--- src/filt_pkg.sv ---
`default_nettype none
package filt_pkg;
  localparam int unsigned  DATA_W         = 32;
  localparam int unsigned  ADDR_W         = 12;
  localparam int unsigned  NODE_W         = 6;
  localparam int unsigned  STRB_W         = 4;
  localparam logic [31:0]  FILT_RESET     = 32'h0000_0000;
  localparam int unsigned  REMOTE_BIT     = 31;
  localparam logic [5:0]   NODE_BCAST     = 6'h3f;
  localparam int unsigned  LOW_SEL_BIT    = 5;
  // Byte addresses of the filter pairs
  localparam logic [11:0]  ADDR_ASYNC_HI_SET  = 12'h100;
  localparam logic [11:0]  ADDR_ASYNC_HI_CLR  = 12'h104;
  localparam logic [11:0]  ADDR_ASYNC_LO_SET  = 12'h108;
  localparam logic [11:0]  ADDR_ASYNC_LO_CLR  = 12'h10c;
  localparam logic [11:0]  ADDR_PHYS_HI_SET   = 12'h110;
  localparam logic [11:0]  ADDR_PHYS_HI_CLR   = 12'h114;
  // Decision statistics
  localparam logic [11:0]  ADDR_ACCEPT_CNT    = 12'h120;
  localparam logic [11:0]  ADDR_REJECT_CNT    = 12'h124;
  localparam logic [11:0]  ADDR_LAST_DEC      = 12'h128;
  localparam logic [31:0]  CNT_RESET          = 32'h0000_0000;
  localparam logic [31:0]  CNT_ONE            = 32'h0000_0001;
  localparam logic [31:0]  RDATA_ZERO         = 32'h0000_0000;
  // Last decision layout
  localparam int unsigned  LAST_ROUTE_LSB     = 0;
  localparam int unsigned  LAST_ACCEPT_BIT    = 2;
  localparam int unsigned  LAST_NODE_LSB      = 8;
  localparam int unsigned  LAST_LOCAL_BIT     = 16;
  localparam int unsigned  LAST_PHYS_BIT      = 17;

  typedef enum logic [1:0] {
    ROUTE_NONE  = 2'b00,
    ROUTE_ASYNC = 2'b01,
    ROUTE_PHYS  = 2'b10
  } route_t;

  typedef enum logic {
    APB_WAIT   = 1'b0,
    APB_ANSWER = 1'b1
  } apb_state_t;

  function automatic logic filt_bit(input logic [31:0] vec, input logic [4:0] idx);
    filt_bit = vec[idx];
  endfunction
endpackage
`default_nettype wire

--- src/request_node_filter.sv ---
// Decided for this implementation: register access over APB.
`timescale 1ns/10ps
`default_nettype none
module request_node_filter (
  input  wire logic        pclk,
  input  wire logic        presetn,
  input  wire logic [11:0] paddr,
  input  wire logic        psel,
  input  wire logic        penable,
  input  wire logic        pwrite,
  input  wire logic [31:0] pwdata,
  input  wire logic [3:0]  pstrb,
  output logic      [31:0] prdata,
  output logic             pready,
  output logic             pslverr,
  input  wire logic        link_reset_signal,
  input  wire logic        req_valid,
  input  wire logic [5:0]  req_src_node,
  input  wire logic        req_src_local,
  input  wire logic        req_to_phys,
  input  wire logic [31:0] phys_filter_low,
  output logic             dec_valid,
  output logic             dec_accept,
  output logic      [1:0]  dec_route
);

  // Filter state
  logic [31:0] async_hi_ff;
  logic [31:0] async_lo_ff;
  logic [31:0] phys_hi_ff;
  logic [31:0] nxt_async_hi;
  logic [31:0] nxt_async_lo;
  logic [31:0] nxt_phys_hi;

  // Statistics
  logic [31:0] accept_cnt_ff;
  logic [31:0] reject_cnt_ff;
  logic [31:0] last_dec_ff;
  logic [31:0] nxt_accept_cnt;
  logic [31:0] nxt_reject_cnt;
  logic [31:0] nxt_last_dec;

  // Bus slave state
  filt_pkg::apb_state_t state_ff;
  filt_pkg::apb_state_t nxt_state;
  logic [31:0] prdata_ff;
  logic        pready_ff;
  logic        pslverr_ff;
  logic [31:0] nxt_prdata;
  logic        nxt_pready;
  logic        nxt_pslverr;

  // Decision outputs
  logic        dec_valid_ff;
  logic        dec_accept_ff;
  logic [1:0]  dec_route_ff;

  // Byte lanes to bit mask
  function automatic logic [31:0] strb_mask(input logic [3:0] strb);
    strb_mask = {{8{strb[3]}}, {8{strb[2]}}, {8{strb[1]}}, {8{strb[0]}}};
  endfunction

  // Read/set/clear update; set and clear addresses never coincide
  function automatic logic [31:0] rsc_next(
    input logic [31:0] cur,
    input logic [31:0] bits,
    input logic        set,
    input logic        clr
  );
    logic [31:0] res;
    res = cur;
    if (set) begin
      res = cur | bits;
    end else if (clr) begin
      res = cur & ~bits;
    end
    rsc_next = res;
  endfunction

  // Address decode
  wire logic        acc_phase;
  wire logic        commit;
  wire logic        wr_commit;
  wire logic [31:0] wbits;
  wire logic        hit_async_hi_set;
  wire logic        hit_async_hi_clr;
  wire logic        hit_async_lo_set;
  wire logic        hit_async_lo_clr;
  wire logic        hit_phys_hi_set;
  wire logic        hit_phys_hi_clr;
  wire logic        hit_accept_cnt;
  wire logic        hit_reject_cnt;
  wire logic        hit_last_dec;
  wire logic        hit_any;
  wire logic [31:0] rd_mux;

  assign acc_phase = psel & penable;
  assign commit    = acc_phase & (state_ff == filt_pkg::APB_ANSWER);
  assign wr_commit = commit & pwrite & ~pslverr_ff;
  assign wbits     = pwdata & strb_mask(pstrb);

  assign hit_async_hi_set = (paddr == filt_pkg::ADDR_ASYNC_HI_SET);
  assign hit_async_hi_clr = (paddr == filt_pkg::ADDR_ASYNC_HI_CLR);
  assign hit_async_lo_set = (paddr == filt_pkg::ADDR_ASYNC_LO_SET);
  assign hit_async_lo_clr = (paddr == filt_pkg::ADDR_ASYNC_LO_CLR);
  assign hit_phys_hi_set  = (paddr == filt_pkg::ADDR_PHYS_HI_SET);
  assign hit_phys_hi_clr  = (paddr == filt_pkg::ADDR_PHYS_HI_CLR);
  assign hit_accept_cnt   = (paddr == filt_pkg::ADDR_ACCEPT_CNT);
  assign hit_reject_cnt   = (paddr == filt_pkg::ADDR_REJECT_CNT);
  assign hit_last_dec     = (paddr == filt_pkg::ADDR_LAST_DEC);
  assign hit_any = hit_async_hi_set | hit_async_hi_clr | hit_async_lo_set
                 | hit_async_lo_clr | hit_phys_hi_set | hit_phys_hi_clr
                 | hit_accept_cnt | hit_reject_cnt | hit_last_dec;

  // Write strobes per address; only a committed, mapped write moves a filter
  // Full 12-bit compare above, so no alias can reach a filter by accident
  wire logic set_async_hi;
  wire logic clr_async_hi;
  wire logic set_async_lo;
  wire logic clr_async_lo;
  wire logic set_phys_hi;
  wire logic clr_phys_hi;
  assign set_async_hi = wr_commit & hit_async_hi_set;
  assign clr_async_hi = wr_commit & hit_async_hi_clr;
  assign set_async_lo = wr_commit & hit_async_lo_set;
  assign clr_async_lo = wr_commit & hit_async_lo_clr;
  assign set_phys_hi  = wr_commit & hit_phys_hi_set;
  assign clr_phys_hi  = wr_commit & hit_phys_hi_clr;

  // Both addresses of a pair read back the same contents
  assign rd_mux = (hit_async_hi_set | hit_async_hi_clr) ? async_hi_ff
                : (hit_async_lo_set | hit_async_lo_clr) ? async_lo_ff
                : (hit_phys_hi_set  | hit_phys_hi_clr)  ? phys_hi_ff
                : hit_accept_cnt ? accept_cnt_ff
                : hit_reject_cnt ? reject_cnt_ff
                : hit_last_dec   ? last_dec_ff
                : filt_pkg::RDATA_ZERO;

  // Bus slave: one wait state, answer registered in the first access cycle
  always_comb begin
    nxt_state   = state_ff;
    nxt_pready  = 1'b0;
    nxt_prdata  = prdata_ff;
    nxt_pslverr = 1'b0;
    unique case (state_ff)
      filt_pkg::APB_WAIT: begin
        if (acc_phase) begin
          nxt_state   = filt_pkg::APB_ANSWER;
          nxt_pready  = 1'b1;
          nxt_pslverr = ~hit_any;
          nxt_prdata  = (pwrite | ~hit_any) ? filt_pkg::RDATA_ZERO : rd_mux;
        end
      end
      filt_pkg::APB_ANSWER: begin
        nxt_state = filt_pkg::APB_WAIT;
      end
    endcase
  end

  // Link reset clears the filters but spares the remote-bus physical bit
  wire logic [31:0] phys_keep;
  assign phys_keep = {phys_hi_ff[filt_pkg::REMOTE_BIT],
                      filt_pkg::FILT_RESET[filt_pkg::REMOTE_BIT-1:0]};

  always_comb begin
    if (link_reset_signal) begin
      nxt_async_hi = filt_pkg::FILT_RESET;
      nxt_async_lo = filt_pkg::FILT_RESET;
      nxt_phys_hi  = phys_keep;
    end else begin
      // Link reset has priority: a write in the same cycle is lost
      nxt_async_hi = rsc_next(async_hi_ff, wbits, set_async_hi,
                              clr_async_hi);
      nxt_async_lo = rsc_next(async_lo_ff, wbits, set_async_lo,
                              clr_async_lo);
      nxt_phys_hi  = rsc_next(phys_hi_ff, wbits, set_phys_hi,
                              clr_phys_hi);
    end
  end

  // Filter decision; sees registered filters, so a write counts one cycle later
  logic             dec_accept_c;
  filt_pkg::route_t dec_route_c;

  node_filter_decide u_decide (
    .src_node   (req_src_node),
    .src_local  (req_src_local),
    .to_phys    (req_to_phys),
    .async_low  (async_lo_ff),
    .async_high (async_hi_ff),
    .phys_low   (phys_filter_low),
    .phys_high  (phys_hi_ff),
    .accept     (dec_accept_c),
    .route      (dec_route_c)
  );

  // Counters: a write clears; a decision in the same cycle still counts
  wire logic cnt_clr_acc;
  wire logic cnt_clr_rej;
  wire logic inc_acc;
  wire logic inc_rej;
  assign cnt_clr_acc = wr_commit & hit_accept_cnt;
  assign cnt_clr_rej = wr_commit & hit_reject_cnt;
  assign inc_acc     = req_valid & dec_accept_c;
  assign inc_rej     = req_valid & ~dec_accept_c;

  always_comb begin
    nxt_accept_cnt = cnt_clr_acc ? filt_pkg::CNT_RESET : accept_cnt_ff;
    nxt_reject_cnt = cnt_clr_rej ? filt_pkg::CNT_RESET : reject_cnt_ff;
    if (inc_acc) begin
      nxt_accept_cnt = nxt_accept_cnt + filt_pkg::CNT_ONE;
    end
    if (inc_rej) begin
      nxt_reject_cnt = nxt_reject_cnt + filt_pkg::CNT_ONE;
    end
  end

  always_comb begin
    nxt_last_dec = last_dec_ff;
    if (req_valid) begin
      nxt_last_dec = filt_pkg::RDATA_ZERO;
      nxt_last_dec[filt_pkg::LAST_ROUTE_LSB +: 2] = dec_route_c;
      nxt_last_dec[filt_pkg::LAST_ACCEPT_BIT]     = dec_accept_c;
      nxt_last_dec[filt_pkg::LAST_NODE_LSB +: 6]  = req_src_node;
      nxt_last_dec[filt_pkg::LAST_LOCAL_BIT]      = req_src_local;
      nxt_last_dec[filt_pkg::LAST_PHYS_BIT]       = req_to_phys;
    end
  end

  // One block per filter; presetn clears all, link reset is folded in above
  always_ff @(posedge pclk or negedge presetn) begin
    if (!presetn) begin
      async_hi_ff <= filt_pkg::FILT_RESET;
    end else begin
      async_hi_ff <= nxt_async_hi;
    end
  end

  always_ff @(posedge pclk or negedge presetn) begin
    if (!presetn) begin
      async_lo_ff <= filt_pkg::FILT_RESET;
    end else begin
      async_lo_ff <= nxt_async_lo;
    end
  end

  // Only presetn and bus writes reach the remote-bus bit; link reset must not
  always_ff @(posedge pclk or negedge presetn) begin
    if (!presetn) begin
      phys_hi_ff <= filt_pkg::FILT_RESET;
    end else begin
      phys_hi_ff <= nxt_phys_hi;
    end
  end

  // Bus slave handshake
  always_ff @(posedge pclk or negedge presetn) begin
    if (!presetn) begin
      state_ff   <= filt_pkg::APB_WAIT;
      pready_ff  <= 1'b0;
      pslverr_ff <= 1'b0;
    end else begin
      state_ff   <= nxt_state;
      pready_ff  <= nxt_pready;
      pslverr_ff <= nxt_pslverr;
    end
  end

  // Read data held between transfers; only a new access replaces it
  always_ff @(posedge pclk or negedge presetn) begin
    if (!presetn) begin
      prdata_ff <= filt_pkg::RDATA_ZERO;
    end else begin
      prdata_ff <= nxt_prdata;
    end
  end

  // Counters wrap to zero after all ones; software reads and clears them
  always_ff @(posedge pclk or negedge presetn) begin
    if (!presetn) begin
      accept_cnt_ff <= filt_pkg::CNT_RESET;
    end else begin
      accept_cnt_ff <= nxt_accept_cnt;
    end
  end

  always_ff @(posedge pclk or negedge presetn) begin
    if (!presetn) begin
      reject_cnt_ff <= filt_pkg::CNT_RESET;
    end else begin
      reject_cnt_ff <= nxt_reject_cnt;
    end
  end

  always_ff @(posedge pclk or negedge presetn) begin
    if (!presetn) begin
      last_dec_ff <= filt_pkg::RDATA_ZERO;
    end else begin
      last_dec_ff <= nxt_last_dec;
    end
  end

  // Decision valid for one cycle per request
  always_ff @(posedge pclk or negedge presetn) begin
    if (!presetn) begin
      dec_valid_ff <= 1'b0;
    end else begin
      dec_valid_ff <= req_valid;
    end
  end

  // Payload forced idle between requests so a stale route never shows
  always_ff @(posedge pclk or negedge presetn) begin
    if (!presetn) begin
      dec_accept_ff <= 1'b0;
      dec_route_ff  <= filt_pkg::ROUTE_NONE;
    end else begin
      dec_accept_ff <= req_valid & dec_accept_c;
      dec_route_ff  <= req_valid ? dec_route_c : filt_pkg::ROUTE_NONE;
    end
  end

  assign prdata     = prdata_ff;
  assign pready     = pready_ff;
  assign pslverr    = pslverr_ff;
  assign dec_valid  = dec_valid_ff;
  assign dec_accept = dec_accept_ff;
  assign dec_route  = dec_route_ff;

endmodule
`default_nettype wire

--- src/node_filter_decide.sv ---
`timescale 1ns/10ps
`default_nettype none
module node_filter_decide (
  input  wire logic [5:0]  src_node,
  input  wire logic        src_local,
  input  wire logic        to_phys,
  input  wire logic [31:0] async_low,
  input  wire logic [31:0] async_high,
  input  wire logic [31:0] phys_low,
  input  wire logic [31:0] phys_high,
  output logic             accept,
  output filt_pkg::route_t route
);
  wire logic       in_low;
  wire logic       is_bcast;
  wire logic [4:0] idx;
  wire logic       async_bit;
  wire logic       phys_bit;
  wire logic       remote_phys_ok;
  wire logic       remote_async_ok;
  wire logic       go_phys;

  assign in_low   = ~src_node[filt_pkg::LOW_SEL_BIT];
  assign is_bcast = (src_node == filt_pkg::NODE_BCAST);
  // Upper nodes 32..62 index by their low five bits
  assign idx      = src_node[4:0];
  assign async_bit = in_low ? filt_pkg::filt_bit(async_low, idx)
                            : (~is_bcast & filt_pkg::filt_bit(async_high, idx));
  assign phys_bit  = in_low ? filt_pkg::filt_bit(phys_low, idx)
                            : (~is_bcast & filt_pkg::filt_bit(phys_high, idx));
  assign remote_phys_ok  = phys_high[filt_pkg::REMOTE_BIT];
  assign remote_async_ok = async_high[filt_pkg::REMOTE_BIT] | remote_phys_ok;
  // Per-node compare only for local sources; remote uses the bus-wide bits
  assign accept = src_local ? async_bit
                            : (to_phys ? remote_phys_ok : remote_async_ok);
  // Second compare against the physical filter, falling back to async
  assign go_phys = to_phys & (src_local ? phys_bit : 1'b1);
  assign route   = ~accept ? filt_pkg::ROUTE_NONE
                 : (go_phys ? filt_pkg::ROUTE_PHYS : filt_pkg::ROUTE_ASYNC);
endmodule
`default_nettype wire

--- config.mk ---
export PLATFORM = sky130hd
export DESIGN_NAME = request_node_filter
export DESIGN_NICKNAME = d
export VERILOG_FILES = /design/src/filt_pkg.sv /design/src/request_node_filter.sv /design/src/node_filter_decide.sv
export SDC_FILE = /design/constraint.sdc
export NUM_CORES = 1
export LEC_CHECK = 0
export BUFFER_PORTS_ARGS = -buffer_cell sky130_fd_sc_hd__buf_2
export CAP_MARGIN = 20
export CORE_ASPECT_RATIO = 0.6
export CORE_UTILIZATION = 50
export CTS_BUF_LIST = sky130_fd_sc_hd__clkbuf_8 sky130_fd_sc_hd__clkbuf_16
export DETAILED_ROUTE_END_ITERATION = 12
export GPL_TIMING_DRIVEN = 0
export HOLD_SLACK_MARGIN = 0.06
export PLACE_DENSITY = 0.72
export SLEW_MARGIN = 20
export SYNTH_ARGS = -nofsm -noshare
export SYNTH_HDL_FRONTEND = slang
export SYNTH_SLANG_ARGS = --single-unit
--- constraint.sdc ---
create_clock -name pclk -period 2.6 [get_ports pclk]
set_input_delay 0.52 -clock pclk [delete_from_list [all_inputs] [get_ports pclk]]
set_output_delay 0.52 -clock pclk [all_outputs]
set_load 0.02 [all_outputs]
==> impl_metrics.toml <==
[global_routing]
grt_max_degree = 95
met2_usage = 0.530
grt_pass1_wl_mm = 75.3
grt_busiest_layer = "met1"
grt.overflow.total = 0
grt_use_met3 = 0.160
antenna_found_initial = 0
grt_usage = 0.415
use_met1 = 0.632
grt_pass1_vias = 11688

[drt]
drcViolationCount = 0
wirelength_mm = 51.8
drt-initial-drc-count = 2244
vias = 13041
wl_per_cell_um = 28.2
vias_per_cell = 7.11
final_antenna_net_count = 0
drtPass1Iterations = 10

[die]
row_count = 43
start_util = 0.514
core_um2 = 23300
die_w_um = 202
die-area_um2 = 24700
die_h_um = 122
pin_count = 133

[sta]
min_period_ns = 2.80
slew_viol_final = 0
timing.final.ws_setup_ns = -0.203
rsz0062_at_grt = "true"
relSlewSlack = 0.161
finClkSkew_ns = 0.0292
worstMarginPinSlew_ns = 1.26
min_period_over_period = 1.08
setup_viol_count_final = 62
hold_violations = 0
fmax_ghz = 0.357

[critical_path]
slowest_delay_ns = 0.53
slowest_stage = "mux4_2"
cp-end-kind = "flip-flop"
critPathKind = "reg -> reg"
cp_cell_sequence = "mux4_2 -> a22o_1 -> o31a_1 -> buf_4 -> buf_6 -> buf_6 -> a22oi_2 -> clkbuf_8 -> clkbuf_16 -> nand3_2 -> xor2_1"
required_ns = 3.04
crit_arrival_ns = 3.24
timing.critical_path.mode_cell = "buf_6"
critPathMaxFanout = 6
start_kind = "flip-flop"

[power]
vdd_drop_max_mv = 0.366
power.leakage_nw = 6.36
power_density_nw_per_um2 = 531

[synth]
synth_area_per_cell_um2 = 9.22
yosys_warnings = 0
netlist_instances = 1302
netlist_area_um2 = 12000
synth_top_area_share = 0.436
synth_edf_count = 0
yosys-top-cells-area = "dfrtp_1, o21ai_0, a21oi_1, mux4_2, nand2_1"
synth.most_common_cell = "dfrtp_1"
synthArstFlopShare = 1.00
synthDistinctLibCells = 65
ys_ff_latch = 209
synth_ff_type = "dfrtp_1"
synth_nets = 1399
ys_seq_area_frac = 0.436
yosys-top-cells-count = "dfrtp_1, o21ai_0, a21oi_1, nand2_1, clkbuf_1"
yosysTopAreaCell = "dfrtp_1"

[clock_tree]
cts_buffers = 22
path_clk_slew_ns = 0.07
clock-root-buffer = "clkbuf_16"
cts_sinks = 209
htree_levels = 1
tritoncts = "done"
clkLatencyLatePin_ns = 0.56
cts_max_path_buffers = 3

[layout]
final_core_util = 0.649
fillers = 1913
final_nets = 1598
layout-drive-gt1-share = 0.255
area_delta_synth_final_pct = 26.2
final_area_um2 = 15100
stdcell_count = 1834

[placement]
gp_congestion = 1.04
dpl-instance-area_um2 = 13300
place_inst = 1746
io_buffers = 127
hpwl_mm = 37.5

[hold_path]
min_path_type = "in -> reg"

[outcome]
violations = "setup timing"
outcome = "finished with violations"

[job]
max-cap-violations = 0
## through the flow
stage	setup WS, ns	hold slack (ns)	power [mW]	setup TNS, ns
6_report	-0.203	0.162	8.04	-7.39
4_1_cts	-0.165	0.156	7.82	-2.19
3_5_place_dp	-0.937	0.447	4.54	-134.09
5_1_grt	-0.254	0.158	8.23	-9.73
2_1_floorplan	-0.128	0.224	4.05	-1.91
3_3_place_gp	-2.69	0.467	4.50	-701.89
## metal layers
metal / vias up / wire, µm
met4: 0 / 1670
met3: 128 / 9420
met1: 6357 / 21300
met2: 1148 / 19400
li1: 5408 / -
met5: - / 0
## power breakdown
| part | leakage (nW) | internal (mW) | switching [mW] | total [mW] |
|---|---|---|---|---|
| clock | 0.380 | 1.82 | 1.45 | 3.27 |
| sequential | 2.82 | 3.37 | 0.246 | 3.61 |
| combinational | 3.17 | 0.471 | 0.688 | 1.16 |
| total | 6.36 | 5.66 | 2.39 | 8.04 |
## layout make-up
cell class              count  area (µm²)  share of cell area
clock inverters            12        91.3             0.00603
plain buffers             116         709              0.0468
well taps                 315         394              0.0260
diodes                      2        5.00            0.000330
multi-input cells         960        6870               0.453
inverters                  16        60.1             0.00396
repair buffers            176        1160              0.0764
clock buffers              28         633              0.0418
flip-flops and latches    209        5230               0.345
## registers in the layout (all words and copies together), names as in the netlist, named ones only
register       cells
reject_cnt_ff     32
async_lo_ff       32
async_hi_ff       32
last_dec_ff       11
pslverr            1
prdata            32
accept_cnt_ff     32
dec_route          2
pready             1
dec_valid          1
phys_hi_ff        31
dec_accept         1
## cells in the final DEF, fill, tap and decap left out, types with 14 or more instances in the layout
cell,synthesis,final
a21oi_1,137,117
a21oi_2,0,20
a221oi_1,22,21
a22o_1,36,35
a22oi_1,17,16
and2_1,17,14
buf_2,5,128
buf_4,0,33
clkbuf_1,103,75
clkbuf_16,0,28
clkbuf_2,0,14
dfrtp_1,209,206
inv_1,16,20
mux2_2,16,14
mux2i_1,26,26
mux4_2,23,23
nand2_1,114,109
nand2b_1,32,32
nand3_1,38,33
nand4_1,58,58
nor2_1,17,15
o21ai_0,174,166
or3_1,48,43
or4_1,22,16
## path summary, 6_finish.rpt
| kind | start | endpoint | slack, ns | cells after the start |
|---|---|---|---|---|
| setup reg to reg | async_hi_ff[21] | reject_cnt_ff[2] | -0.20 | 11 |
| hold / removal | req_valid | dec_valid | 0.16 | 1 |
| setup / recovery | async_hi_ff[21] | reject_cnt_ff[2] | -0.20 | 11 |
| max in group asynchronous | presetn | prdata[15] | 0.93 | 4 |
| min in group asynchronous | presetn | async_hi_ff[6] | 0.46 | 2 |
| hold reg to reg | prdata[26] | prdata[26] | 0.48 | 2 |
## what timing repair did
item,4_1_cts,5_1_grt
hold buffers,1,0
endpoints found under the hold margin,47,0
buffers inserted,17,23
gates cloned,5,2
pin swaps,28,37
setup endpoints to repair,174,132
gates resized for setup,85,99
## worst max-delay path, delay by kind of cell (launching register included)
family          cells  cell delay (ns)
mux                 1             0.53
flops               1             0.39
compound gates      3             0.73
simple gates        1             0.08
xor+xnor            1             0.20
buf+inv             5             0.75
## kinds of logic after synthesis
| logic type | Yosys count | share of synthesized area |
|---|---|---|
| buf+inv | 133 | 0.0440 |
| mux | 66 | 0.0808 |
| simple gates | 409 | 0.187 |
| compound gates | 475 | 0.244 |
| xor+xnor | 8 | 0.00584 |
| flops | 209 | 0.436 |
| fa+ha+maj | 2 | 0.00208 |
No activity file was read; power rests on OpenSTA's default activity.
